## src/shared/timer16_regs.svh

```systemverilog
/*
 byte-wide register map, field positions, reset values and fixed tops of the
 16-bit timer, plus the controller's own apb register offsets.
 assumes inclusion by bare name; definitions only.
*/
`ifndef TIMER16_REGS_SVH
`define TIMER16_REGS_SVH

// ==========================================================
// timer byte addresses (6-bit io space)
`define ADR_CNT_LO 6'h2c
`define ADR_CNT_HI 6'h2d
`define ADR_CMPA_LO 6'h2a
`define ADR_CMPA_HI 6'h2b
`define ADR_CMPB_LO 6'h28
`define ADR_CMPB_HI 6'h29
`define ADR_CAP_LO 6'h26
`define ADR_CAP_HI 6'h27
`define ADR_CTRL_A 6'h2f
`define ADR_CTRL_B 6'h2e
`define ADR_FLAGS 6'h38
`define ADR_MASK 6'h39

// ==========================================================
// field positions
`define CTRLA_FOCA 3
`define CTRLA_FOCB 2
`define CTRLB_NOISE 7
`define CTRLB_EDGE 6
`define CTRLB_WGM3 4
`define CTRLB_WGM2 3
`define FLG_CAP 5
`define FLG_CMPA 4
`define FLG_CMPB 3
`define FLG_OVF 2

// ==========================================================
// reset values and limits
`define RST_BYTE 8'h00
`define RST_WORD 16'h0000
`define VAL_BOTTOM 16'h0000
`define VAL_MAX 16'hffff
`define TOP_8BIT 16'h00ff
`define TOP_9BIT 16'h01ff
`define TOP_10BIT 16'h03ff

// ==========================================================
// controller apb offsets
`define APB_CMD 12'h000
`define APB_STATUS 12'h004
`define APB_RDATA 12'h008

`endif

```

## src/shared/timer16_pkg.sv

```systemverilog
/*
 types shared by both ends of the timer register link.
 assumes nothing beyond a systemverilog compiler.
*/
package timer16_pkg;
	typedef enum logic [1:0] {
		ctl_idle = 2'b00,
		ctl_first = 2'b01,
		ctl_second = 2'b11,
		ctl_done = 2'b10
	} ctl_state_t;
	typedef logic [5:0] io_addr_t;
	typedef logic [7:0] io_byte_t;
endpackage

```

## src/shared/timer16_if.sv

```systemverilog
/*
 8-bit io bus between the cpu-side controller and the timer.
 assumes a single clock; read data is valid the cycle after io_rd.
*/
`timescale 1ns/1ps
`default_nettype none
interface timer16_if;
	logic [5:0] io_addr;
	logic [7:0] io_wdata;
	logic io_wr;
	logic io_rd;
	logic [7:0] io_rdata;
	modport timer (input io_addr, io_wdata, io_wr, io_rd, output io_rdata);
	modport cpu (output io_addr, io_wdata, io_wr, io_rd, input io_rdata);
endinterface
`default_nettype wire

```

## src/core/timer16_core.sv

```systemverilog
/*
 16-bit timer/counter with byte access through one shared high-byte latch.
 assumes single-cycle io strobes, pins synchronous to pclk, one access/cycle.
*/
// The APB register port and the register offsets are this design's own decisions.
`timescale 1ns/1ps
`default_nettype none
`include "timer16_regs.svh"

// Behaviour
// [RL1] wide registers move as two byte accesses
// [RL2] one shared high-byte holding register
// [RL3] low write loads held high byte too
// [RL4] low read copies high byte to holder
// [RL5] compare high reads bypass the holder
// [RL6] software writes high byte first
// [RL7] software reads low byte first
// [RL8] software masks interrupts around wide access
// [RL9] control registers plain single-access bytes
// [RL10] clock select internal, or pin edge
// [RL11] compares checked against counter every cycle
// [RL12] compare match sets channel flag
// [RL13] flags shared register, individually masked
// [RL14] bottom is counter zero
// [RL15] max is counter all ones
// [RL16] top fixed, compare a or capture
// [RL17] compare a top blocks pwm on a
// [RL18] compare a top is double buffered; in mode 4 the code writes compare a directly, unbuffered
// [RL19] capture latches counter on edge event
// [RL20] force strobes and fourth mode bit
// [RL21] high address reaches the holding register
// [RL22] select zero stops, still accessible
// [RL23] cpu counter write beats count
// [RL24] holder keeps value after writes
module timer16_core
	import timer16_pkg::*;
(
	input wire logic pclk,
	input wire logic presetn,
	timer16_if.timer bus,
	input wire logic presc_tick,
	input wire logic ext_clock_pin,
	input wire logic capture_input_pin,
	input wire logic comparator_out,
	input wire logic capture_from_comparator,
	output logic [1:0] compare_output_pins,
	output logic irq
);
	// ==========================================================
	// registers
	logic [7:0] hold_q; // [RL2]
	logic [15:0] counter_value_q, compare_reg_a_q, compare_reg_b_q, capture_reg_q;
	logic [15:0] cmpa_buf_q, cmpb_buf_q;
	logic [7:0] timer_ctrl_a_q, timer_ctrl_b_q, shared_irq_flags_q, shared_irq_mask_q;
	logic [7:0] rdata_q;
	logic [1:0] out_q;
	logic irq_q;
	logic ext_s1_q, ext_s2_q, ext_s3_q, cap_s1_q, cap_s2_q, cap_s3_q;
	logic [3:0] filt_q;
	logic cap_lvl_q;
	logic up_q;

	// ==========================================================
	// decode
	wire wr_cnt_lo = bus.io_wr && bus.io_addr == `ADR_CNT_LO;
	wire wr_cmpa_lo = bus.io_wr && bus.io_addr == `ADR_CMPA_LO;
	wire wr_cmpb_lo = bus.io_wr && bus.io_addr == `ADR_CMPB_LO;
	wire [3:0] wave_mode = {timer_ctrl_b_q[`CTRLB_WGM3], timer_ctrl_b_q[`CTRLB_WGM2],
		timer_ctrl_a_q[1:0]};
	wire top_is_cap = wave_mode == 4'd8 || wave_mode == 4'd10 || wave_mode == 4'd12
		|| wave_mode == 4'd14;
	wire wr_cap_lo = bus.io_wr && bus.io_addr == `ADR_CAP_LO && top_is_cap;
	wire top_is_cmpa = wave_mode == 4'd4 || wave_mode == 4'd9 || wave_mode == 4'd11
		|| wave_mode == 4'd15;
	wire pwm_mode = wave_mode != 4'd0 && wave_mode != 4'd4 && wave_mode != 4'd12;
	wire dual_slope = wave_mode[3:1] == 3'd0 ? wave_mode[0] :
		(wave_mode == 4'd1 || wave_mode == 4'd2 || wave_mode == 4'd3
		|| wave_mode == 4'd8 || wave_mode == 4'd9 || wave_mode == 4'd10 || wave_mode == 4'd11);
	wire [15:0] wide_wdata = {hold_q, bus.io_wdata}; // [RL3]

	// [RL16] top selection
	wire [15:0] top_val = top_is_cmpa ? compare_reg_a_q :
		top_is_cap ? capture_reg_q :
		(wave_mode[1:0] == 2'd1) ? `TOP_8BIT :
		(wave_mode[1:0] == 2'd2) ? `TOP_9BIT :
		(wave_mode[1:0] == 2'd3) ? `TOP_10BIT : `VAL_MAX;
	wire at_bottom = counter_value_q == `VAL_BOTTOM; // [RL14]
	wire at_max = counter_value_q == `VAL_MAX; // [RL15]
	wire at_top = counter_value_q == top_val;

	// [RL10] [RL22] clock select; zero gives no tick
	wire [2:0] clock_select_field = timer_ctrl_b_q[2:0];
	wire ext_rise = ext_s2_q && !ext_s3_q;
	wire ext_fall = !ext_s2_q && ext_s3_q;
	wire timer_tick = clock_select_field == 3'd1 ? 1'b1 :
		clock_select_field == 3'd6 ? ext_fall :
		clock_select_field == 3'd7 ? ext_rise :
		clock_select_field == 3'd0 ? 1'b0 : presc_tick;

	// [RL11] continuous compare
	wire match_a = counter_value_q == compare_reg_a_q;
	wire match_b = counter_value_q == compare_reg_b_q;
	wire force_a = bus.io_wr && bus.io_addr == `ADR_CTRL_A && bus.io_wdata[`CTRLA_FOCA]
		&& !pwm_mode; // [RL20]
	wire force_b = bus.io_wr && bus.io_addr == `ADR_CTRL_A && bus.io_wdata[`CTRLA_FOCB]
		&& !pwm_mode; // [RL20]

	// [RL19] capture source, optional filter, edge detect
	wire cap_raw = cap_s2_q;
	wire filt_all1 = &filt_q;
	wire filt_all0 = ~|filt_q;
	wire cap_in = timer_ctrl_b_q[`CTRLB_NOISE] ? (filt_all1 ? 1'b1 : filt_all0 ? 1'b0 :
		cap_lvl_q) : cap_raw;
	wire cap_event = !top_is_cap && (cap_in != cap_lvl_q) &&
		(cap_in == timer_ctrl_b_q[`CTRLB_EDGE]);

	// next counter value
	wire [15:0] cnt_step = (dual_slope && !up_q) ? counter_value_q - 16'h0001 :
		counter_value_q + 16'h0001;
	wire [15:0] cnt_run = (!dual_slope && at_top) ? `RST_WORD : cnt_step;
	wire [15:0] cnt_d = wr_cnt_lo ? wide_wdata : (timer_tick ? cnt_run : counter_value_q); // [RL23]
	wire update_buf = pwm_mode ? (dual_slope ? at_bottom : at_top) && timer_tick : 1'b1;
	wire ovf = timer_tick && (dual_slope ? at_bottom && !up_q : (pwm_mode ? at_top : at_max));

	// read mux
	wire [7:0] ctrl_b_rd = timer_ctrl_b_q;
	logic [7:0] rd_mux;
	always_comb
	begin
		case (bus.io_addr)
			`ADR_CNT_LO: rd_mux = counter_value_q[7:0];
			`ADR_CAP_LO: rd_mux = capture_reg_q[7:0];
			`ADR_CNT_HI, `ADR_CAP_HI: rd_mux = hold_q; // [RL21]
			`ADR_CMPA_LO: rd_mux = compare_reg_a_q[7:0];
			`ADR_CMPA_HI: rd_mux = compare_reg_a_q[15:8]; // [RL5]
			`ADR_CMPB_LO: rd_mux = compare_reg_b_q[7:0];
			`ADR_CMPB_HI: rd_mux = compare_reg_b_q[15:8]; // [RL5]
			`ADR_CTRL_A: rd_mux = {timer_ctrl_a_q[7:4], 2'b00, timer_ctrl_a_q[1:0]};
			`ADR_CTRL_B: rd_mux = ctrl_b_rd; // [RL9]
			`ADR_FLAGS: rd_mux = shared_irq_flags_q; // [RL13]
			`ADR_MASK: rd_mux = shared_irq_mask_q;
			default: rd_mux = `RST_BYTE;
		endcase
	end
	wire rd_low = bus.io_rd && (bus.io_addr == `ADR_CNT_LO || bus.io_addr == `ADR_CAP_LO);
	wire [7:0] rd_high = bus.io_addr == `ADR_CNT_LO ? counter_value_q[15:8] : capture_reg_q[15:8];
	wire wr_high = bus.io_wr && (bus.io_addr == `ADR_CNT_HI || bus.io_addr == `ADR_CMPA_HI
		|| bus.io_addr == `ADR_CMPB_HI || bus.io_addr == `ADR_CAP_HI); // [RL21]

	// flags: hardware set wins over write-one-to-clear
	wire [7:0] flag_set = {2'b00, cap_event, match_a && timer_tick || force_a,
		match_b && timer_tick || force_b, ovf, 2'b00}; // [RL12]
	wire [7:0] flag_clr = (bus.io_wr && bus.io_addr == `ADR_FLAGS) ? bus.io_wdata : `RST_BYTE;
	wire [7:0] flags_d = (shared_irq_flags_q & ~flag_clr) | flag_set;

	// [RL17] channel a idle when it defines top in pwm
	wire out_a_d = (pwm_mode && top_is_cmpa) ? 1'b0 :
		(match_a && timer_tick || force_a) ? !out_q[0] && !pwm_mode || (pwm_mode && !up_q) :
		out_q[0];
	// match acts on a tick only: a stopped counter resting on a compare value must not toggle
	wire out_b_d = (match_b && timer_tick || force_b) ?
		!out_q[1] && !pwm_mode || (pwm_mode && !up_q) : out_q[1];
	wire up_d = !dual_slope ? 1'b1 : (timer_tick ? (at_top ? 1'b0 : at_bottom ? 1'b1 : up_q) : up_q);

	// ==========================================================
	// state
	always_ff @(posedge pclk or negedge presetn)
	begin
		if (!presetn)
		begin
			hold_q <= `RST_BYTE;
			counter_value_q <= `RST_WORD;
			compare_reg_a_q <= `RST_WORD;
			compare_reg_b_q <= `RST_WORD;
			cmpa_buf_q <= `RST_WORD;
			cmpb_buf_q <= `RST_WORD;
			capture_reg_q <= `RST_WORD;
			timer_ctrl_a_q <= `RST_BYTE;
			timer_ctrl_b_q <= `RST_BYTE;
			shared_irq_flags_q <= `RST_BYTE;
			shared_irq_mask_q <= `RST_BYTE;
			rdata_q <= `RST_BYTE;
			out_q <= 2'b00;
			irq_q <= 1'b0;
			{ext_s1_q, ext_s2_q, ext_s3_q, cap_s1_q, cap_s2_q, cap_s3_q} <= 6'h00;
			filt_q <= 4'h0;
			cap_lvl_q <= 1'b0;
			up_q <= 1'b1;
		end
		else
		begin
			// [RL4] low read snapshot; otherwise high write; holder keeps value [RL24]
			if (rd_low)
				hold_q <= rd_high;
			else if (wr_high)
				hold_q <= bus.io_wdata;
			counter_value_q <= cnt_d;
			if (wr_cmpa_lo)
				cmpa_buf_q <= wide_wdata; // [RL3]
			if (wr_cmpb_lo)
				cmpb_buf_q <= wide_wdata;
			if (update_buf)
				compare_reg_a_q <= wr_cmpa_lo && !pwm_mode ? wide_wdata : cmpa_buf_q; // [RL18]
			if (update_buf)
				compare_reg_b_q <= wr_cmpb_lo && !pwm_mode ? wide_wdata : cmpb_buf_q;
			if (wr_cap_lo)
				capture_reg_q <= wide_wdata;
			else if (cap_event)
				capture_reg_q <= counter_value_q; // [RL19]
			if (bus.io_wr && bus.io_addr == `ADR_CTRL_A)
				timer_ctrl_a_q <= {bus.io_wdata[7:4], 2'b00, bus.io_wdata[1:0]}; // [RL9]
			if (bus.io_wr && bus.io_addr == `ADR_CTRL_B)
				timer_ctrl_b_q <= bus.io_wdata; // [RL9]
			if (bus.io_wr && bus.io_addr == `ADR_MASK)
				shared_irq_mask_q <= bus.io_wdata;
			shared_irq_flags_q <= flags_d;
			irq_q <= |(flags_d & shared_irq_mask_q); // [RL13]
			if (bus.io_rd)
				rdata_q <= rd_mux;
			out_q <= {out_b_d, out_a_d};
			ext_s1_q <= ext_clock_pin;
			ext_s2_q <= ext_s1_q;
			ext_s3_q <= ext_s2_q;
			cap_s1_q <= capture_from_comparator ? comparator_out : capture_input_pin;
			cap_s2_q <= cap_s1_q;
			cap_s3_q <= cap_s2_q;
			filt_q <= {filt_q[2:0], cap_raw};
			cap_lvl_q <= cap_in;
			up_q <= up_d;
		end
	end

	assign bus.io_rdata = rdata_q;
	assign compare_output_pins = out_q;
	assign irq = irq_q;
endmodule
`default_nettype wire

```

## src/flat_wrapper.sv

```systemverilog
// flat-port wrapper written by rule: the top's interface ports become plain ports
module timer16_core_flat import timer16_pkg::*;
  (pclk, presetn, presc_tick, ext_clock_pin, capture_input_pin, comparator_out, capture_from_comparator, compare_output_pins, irq, bus_io_addr, bus_io_wdata, bus_io_wr, bus_io_rd, bus_io_rdata);
  timer16_if bus_i ();
  input wire logic pclk;
  input wire logic presetn;
  input wire logic presc_tick;
  input wire logic ext_clock_pin;
  input wire logic capture_input_pin;
  input wire logic comparator_out;
  input wire logic capture_from_comparator;
  output logic [1:0] compare_output_pins;
  output logic irq;
  input wire logic [$bits(bus_i.io_addr)-1:0] bus_io_addr;
  input wire logic [$bits(bus_i.io_wdata)-1:0] bus_io_wdata;
  input wire logic [$bits(bus_i.io_wr)-1:0] bus_io_wr;
  input wire logic [$bits(bus_i.io_rd)-1:0] bus_io_rd;
  output wire logic [$bits(bus_i.io_rdata)-1:0] bus_io_rdata;
  assign bus_i.io_addr = bus_io_addr;
  assign bus_i.io_wdata = bus_io_wdata;
  assign bus_i.io_wr = bus_io_wr;
  assign bus_i.io_rd = bus_io_rd;
  assign bus_io_rdata = bus_i.io_rdata;
  timer16_core u_core (.pclk(pclk), .presetn(presetn), .bus(bus_i), .presc_tick(presc_tick), .ext_clock_pin(ext_clock_pin), .capture_input_pin(capture_input_pin), .comparator_out(comparator_out), .capture_from_comparator(capture_from_comparator), .compare_output_pins(compare_output_pins), .irq(irq));
endmodule
```

## config.mk

```make
export PLATFORM = sky130hd
export DESIGN_NAME = timer16_core_flat
export DESIGN_NICKNAME = d
export VERILOG_FILES = /design/src/shared/timer16_pkg.sv /design/src/shared/timer16_if.sv /design/src/core/timer16_core.sv /design/src/flat_wrapper.sv
export VERILOG_INCLUDE_DIRS = /design/src /design/src/shared
export SDC_FILE = /design/constraint.sdc
export NUM_CORES = 1
export LEC_CHECK = 0
export BUFFER_PORTS_ARGS = -buffer_cell sky130_fd_sc_hd__buf_2
export CAP_MARGIN = 20
export CORE_MARGIN = 1
export CORE_UTILIZATION = 63
export CTS_CLUSTER_SIZE = 28
export DETAILED_ROUTE_END_ITERATION = 6
export GPL_ROUTABILITY_DRIVEN = 0
export PLACE_DENSITY = 0.77
export SLEW_MARGIN = 20
export SYNTH_ARGS = -nofsm -noshare
export SYNTH_HDL_FRONTEND = slang
export SYNTH_SLANG_ARGS = --single-unit
```

## constraint.sdc

```tcl
create_clock -name pclk -period 4 [get_ports pclk]
set_input_delay 0.4 -clock pclk [delete_from_list [all_inputs] [get_ports pclk]]
set_output_delay 0.4 -clock pclk [all_outputs]
set_load 0.02 [all_outputs]
```

Word level (Yosys, flattened, before mapping)
Cells that the tools add are included.
Widths: inputs -> output; s select.
{ "totals": {"reg_bits": 156, "latch_bits": 0, "ram_bits": 0, "mem_bits_ro": 0, "in_bits": 23, "elab_cells": 180, "mem_count": 0} }
{ "op_classes": {"add_sub_neg": 2, "mul": 0, "div": 0, "order_cmp": 0, "n_eq_ne": 39, "shifts": 0, "mux": 37, "bitwise": 4, "reduce_logical": 75} }
{ "ops": {"columns": ["operator", "count"], "rows": [
  ["$mux 16", 13],
  ["$pmux 8 s11", 1],
  ["$eq 6x6->1 const B", 12],
  ["$eq 16x16->1", 3],
  ["$logic_and 1x1->1", 34],
  ["$mux 8", 4],
  ["$eq 4x4->1 const B", 7],
  ["$logic_or 1x1->1", 20],
  ["$mux 1", 19],
  ["$add 16x1->16 const B", 1],
  ["$and 8x8->8", 2],
  ["$eq 16x16->1 const B", 1],
  ["$logic_not 16->1", 1],
  ["$sub 16x1->16 const B", 1],
  ["$eq 4x2->1 const B", 2],
  ["$logic_not 1->1", 8],
  ["$not 8->8", 1],
  ["$or 8x6->8", 1],
  ["$reduce_bool 2->1", 4],
  ["$reduce_or 8->1", 1],
  ["$eq 3x3->1 const B", 2],
  ["$logic_not 3->1", 2],
  ["$eq 2x2->1 const B", 2],
  ["$eq 4x1->1 const B", 1],
  ["14 further kinds", 14]
]} }

Depth between registers and ports, before layout
{ "logic_depth": {"word_depth": 13, "depth_mapped": 15} }

Worst setup path before layout
OpenSTA, ideal clock, no wires.
{ "synth_timing": {"kind": "reg2reg", "startpoint": "reg u_core.timer_ctrl_a_q[1]", "endpoint": "reg u_core.counter_value_q[2]", "setup_ns": 0.123, "t_arrival_ns": 3.030, "t_required_ns": 3.877, "setup_slack_ns": 0.847, "path_stages_with_launch": 13, "path_buffers": 2, "synth_period_minus_slack_ns": 3.153, "path_cell_list": "dfrtp_1 inv_1 ha_1 nor2b_4 o21ai_1 a21oi_1 o21a_1 or4_1 or4b_1 buf_2 buf_6 a221oi_2 nor2_1"} }
{ "synth_via": {"elab_chain_cells": 13, "word_cells_on_any_way": 41, "classes_between": "15 x eq/ne; 10 x mux; 16 x reduce/logical"} }
{ "synth_rtl": {"columns": ["element", "line_no", "rtl"], "rows": [
  ["start, declared", "timer16_core.sv:54", "logic [7:0] timer_ctrl_a_q, timer_ctrl_b_q, shared_irq_flags_q, shared_irq_mask_q;"],
  ["start signal, assigned", "timer16_core.sv:178", "timer_ctrl_a_q <= `RST_BYTE;"],
  ["start signal, assigned", "timer16_core.sv:211", "timer_ctrl_a_q <= {bus.io_wdata[7:4], 2'b00, bus.io_wdata[1:0]};"],
  ["branches (longest 10 deep; another with $mux 16)", null, null],
  ["$mux 16 (*)", "timer16_core.sv:120", "wire [15:0] cnt_run = (!dual_slope && at_top) ? `RST_WORD : cnt_step;"],
  ["$mux 16 (*) (2 in a row)", "timer16_core.sv:121", "wire [15:0] cnt_d = wr_cnt_lo ? wide_wdata : (timer_tick ? cnt_run : counter_value_q);"],
  ["end signal, assigned", "timer16_core.sv:172", "counter_value_q <= `RST_WORD;"],
  ["end signal, assigned", "timer16_core.sv:197", "counter_value_q <= cnt_d;"],
  ["end, declared", "timer16_core.sv:52", "logic [15:0] counter_value_q, compare_reg_a_q, compare_reg_b_q, capture_reg_q;"]
]} }
Every way passes the cells marked *. The select of a mux whose other input is x is not followed.
A chain may end at the register's enable or synchronous reset.

Worst setup path in the final report
Ends and elaborated chain as after synthesis.

==> results.json <==
{
  "status": "finished with violations",
  "violations": "design-rule violations",
  "dieArea_um2": 16600,
  "diodes": 0,
  "tightestPinTransition_ps": 969,
  "hp-class": "input pin to register",
  "fin_crit_sh_pct": 96.7,
  "async_flop_share_pct": 100,
  "clkTransAtPathRegs_ps": 70,
  "worst-setup-path-type": "register to register",
  "synth.distinct_cells": 70,
  "critPathLaunchType": "register",
  "ys_seq_elements": 156,
  "yosysSeqAreaShare_pct": 38.5,
  "layout-drive-gt1-share_pct": 15.8,
  "die_w_um": 129,
  "layout_commonest_cell": "dfrtp_1",
  "core-area_um2": 15400,
  "min_period_ps": 3870,
  "drc": 1,
  "clockRootBuffer": "clkbuf_16",
  "fillerInstances": 1203,
  "cts_tree": "yes",
  "maxSlewHeadroom_pct": 35.4,
  "rsz0062_at_grt": "no",
  "yosys_warnings": 0,
  "grt_pass1_vias": 8589,
  "ant_nets": 0,
  "synth_edf_count": 0,
  "grt_usage_pct": 39.2,
  "arrival_ps": 4190,
  "dp_hpwl_mm": 20.2,
  "cts_hold_buf": 0,
  "maxCapViolCount": 0,
  "start_util_pct": 65.7,
  "drtIter0Drc": 1328,
  "port-buffer-count": 33,
  "clock-sinks": 156,
  "drv_slew": 0,
  "register_area_um2": 3910,
  "critPathMaxFanout": 17,
  "dr.pass1.iters": 7,
  "final_core_util_pct": 71.4,
  "num_io_pins": 34,
  "vias": 9411,
  "htreeDepth": 4,
  "gr-total-overflow": 0,
  "avgSynthCellArea_um2": 8.88,
  "numCtsBuffers": 17,
  "setup_viol": 0,
  "drt_wl_total_mm": 31.2,
  "cts_setup_buffers": 0,
  "syn_nets": 1169,
  "insertion_delay_ps": 440,
  "synth_flop_cell": "dfrtp_1",
  "die_h_um": 129,
  "nets": 1137,
  "p_per_area_nw_per_um2": 565,
  "wire_per_inst_um": 23.4,
  "leakagePower_nw": 4.46,
  "area_delta_synth_final_pct": 8.75,
  "clock_path_buffers": 2,
  "finClkSkew_ps": 11.0,
  "worstPathRequired_ps": 4320,
  "setup_tns_ps": 0,
  "synth_area_um2": 10100,
  "cp-end-kind": "register",
  "peakVddDrop_mv": 0.475,
  "antenna_found_initial": 0,
  "multi_input_area_um2": 5760,
  "final_hold_viol_count": 0,
  "timing.fmax_mhz": 259,
  "cts_resized": 0,
  "layout.cells.most_common_list": "155 x dfrtp_1, 97 x nor2_1, 96 x nand3_1",
  "rows": 45,
  "synthCells": 1141,
  "grt_max_degree": 105,
  "grt_pass1_wl_mm": 48.6,
  "avgViaCountPerCell": 7.06
}
==> final cells by class <==
type                    count  share of cell area [%]
clock buffers              17                    3.86
clock inverters            15                    1.54
inverters                  13                   0.443
multi-input cells         857                    52.2
flip-flops and latches    156                    35.4
well taps                 211                    2.40
repair buffers             64                    4.08
==> flip-flops by register name, indices dropped and copies added, names as in the netlist, 6 cells and up <==
signal and cells:
u_core.bus.io_rdata 8, u_core.capture_reg_q 16, u_core.cmpa_buf_q 16, u_core.cmpb_buf_q 16, u_core.compare_reg_a_q 16, u_core.compare_reg_b_q 16
u_core.counter_value_q 16, u_core.ctrl_b_rd 8, u_core.hold_q 8, u_core.shared_irq_flags_q 8, u_core.shared_irq_mask_q 8, u_core.timer_ctrl_a_q 6
==> per-stage QoR <==
step                hold WS [ps]  area [um^2]  worst slack, ps  power [W]  instances
finish                      60.4        11000              133    0.00623       1333
global route                49.7        11000             32.6    0.00650       1333
CTS                         55.0        11000              212    0.00613       1332
detailed placement           341        10400              248    0.00447       1300
global placement             332        10400              311    0.00442       1300
floorplan                    104        10100              847    0.00384       1141
==> routing by layer <==
layer / GRT usage, % / up-vias / wire length [um]
met3: 10.0 / 129 / 3780
li1: - / 4168 / -
met2: 57.4 / 616 / 13500
met5: 0 / - / 0
met4: 20.2 / 0 / 1780
met1: 53.7 / 4498 / 12100
==> critical path: stages, from the launching register on <==
cell and delay (ps):
dfrtp_1 460, inv_1 110, ha_1 360, o21a_1 560, and2_1 230, o221ai_2 90, xnor2_1 130, or4_1 540
or4b_2 750, buf_4 230, a221oi_2 220, nor2_1 60
==> path summary, 6_finish.rpt <==
check / startpoint / endpoint / cells past startpoint / slack (ps)
max in group asynchronous: presetn / u_core.capture_reg_q[12]$_DFFE_PN0P_ / 2 / 3050
worst min-delay path: ext_clock_pin / u_core.ext_s1_q$_DFF_PN0_ / 1 / 60
worst max-delay path: u_core.timer_ctrl_a_q[1]$_DFFE_PN0P_ / u_core.counter_value_q[2]$_DFFE_PN0P_ / 11 / 130
worst max register to register: u_core.timer_ctrl_a_q[1]$_DFFE_PN0P_ / u_core.counter_value_q[2]$_DFFE_PN0P_ / 11 / 130
min in group asynchronous: presetn / u_core.filt_q[1]$_DFF_PN0_ / 1 / 80
worst min register to register: u_core.cap_s1_q$_DFF_PN0_ / u_core.cap_raw$_DFF_PN0_ / 0 / 350
==> power by group <==
group          internal, W  total, W  switching [W]
Combinational     0.000870   0.00189        0.00102
Sequential         0.00193   0.00268       0.000753
Clock             0.000893   0.00166       0.000764
Total              0.00369   0.00623        0.00253
==> cells by family (layout without fill, tap and decap cells) <==
group	after synthesis	count (layout)	synth area share [%]
AO/OA/AOI/OAI	265	265	17.0
XOR/XNOR	40	40	3.46
adder cells (fa/ha/maj)	5	5	0.617
buffers and inverters	128	109	5.10
flip-flops	156	156	38.5
multiplexers	116	116	12.8
AND/OR/NAND/NOR	431	431	22.5
==> synth_stat cells (20+ instances only) <==
master	n	share of area, %
o21ai_0	58	2.9
nor2_1	99	3.7
nand2b_1	37	2.3
nor4_1	20	1.2
mux2i_1	52	5.1
nand2_1	44	1.6
and3_1	20	1.2
clkbuf_1	99	3.7
a21oi_1	78	3.9
nand3_1	97	4.8
dfrtp_1	155	38
nand4_1	48	3.0
mux2_2	59	6.6
xnor2_1	35	3.0
No activity file was read; power rests on OpenSTA's default activity.
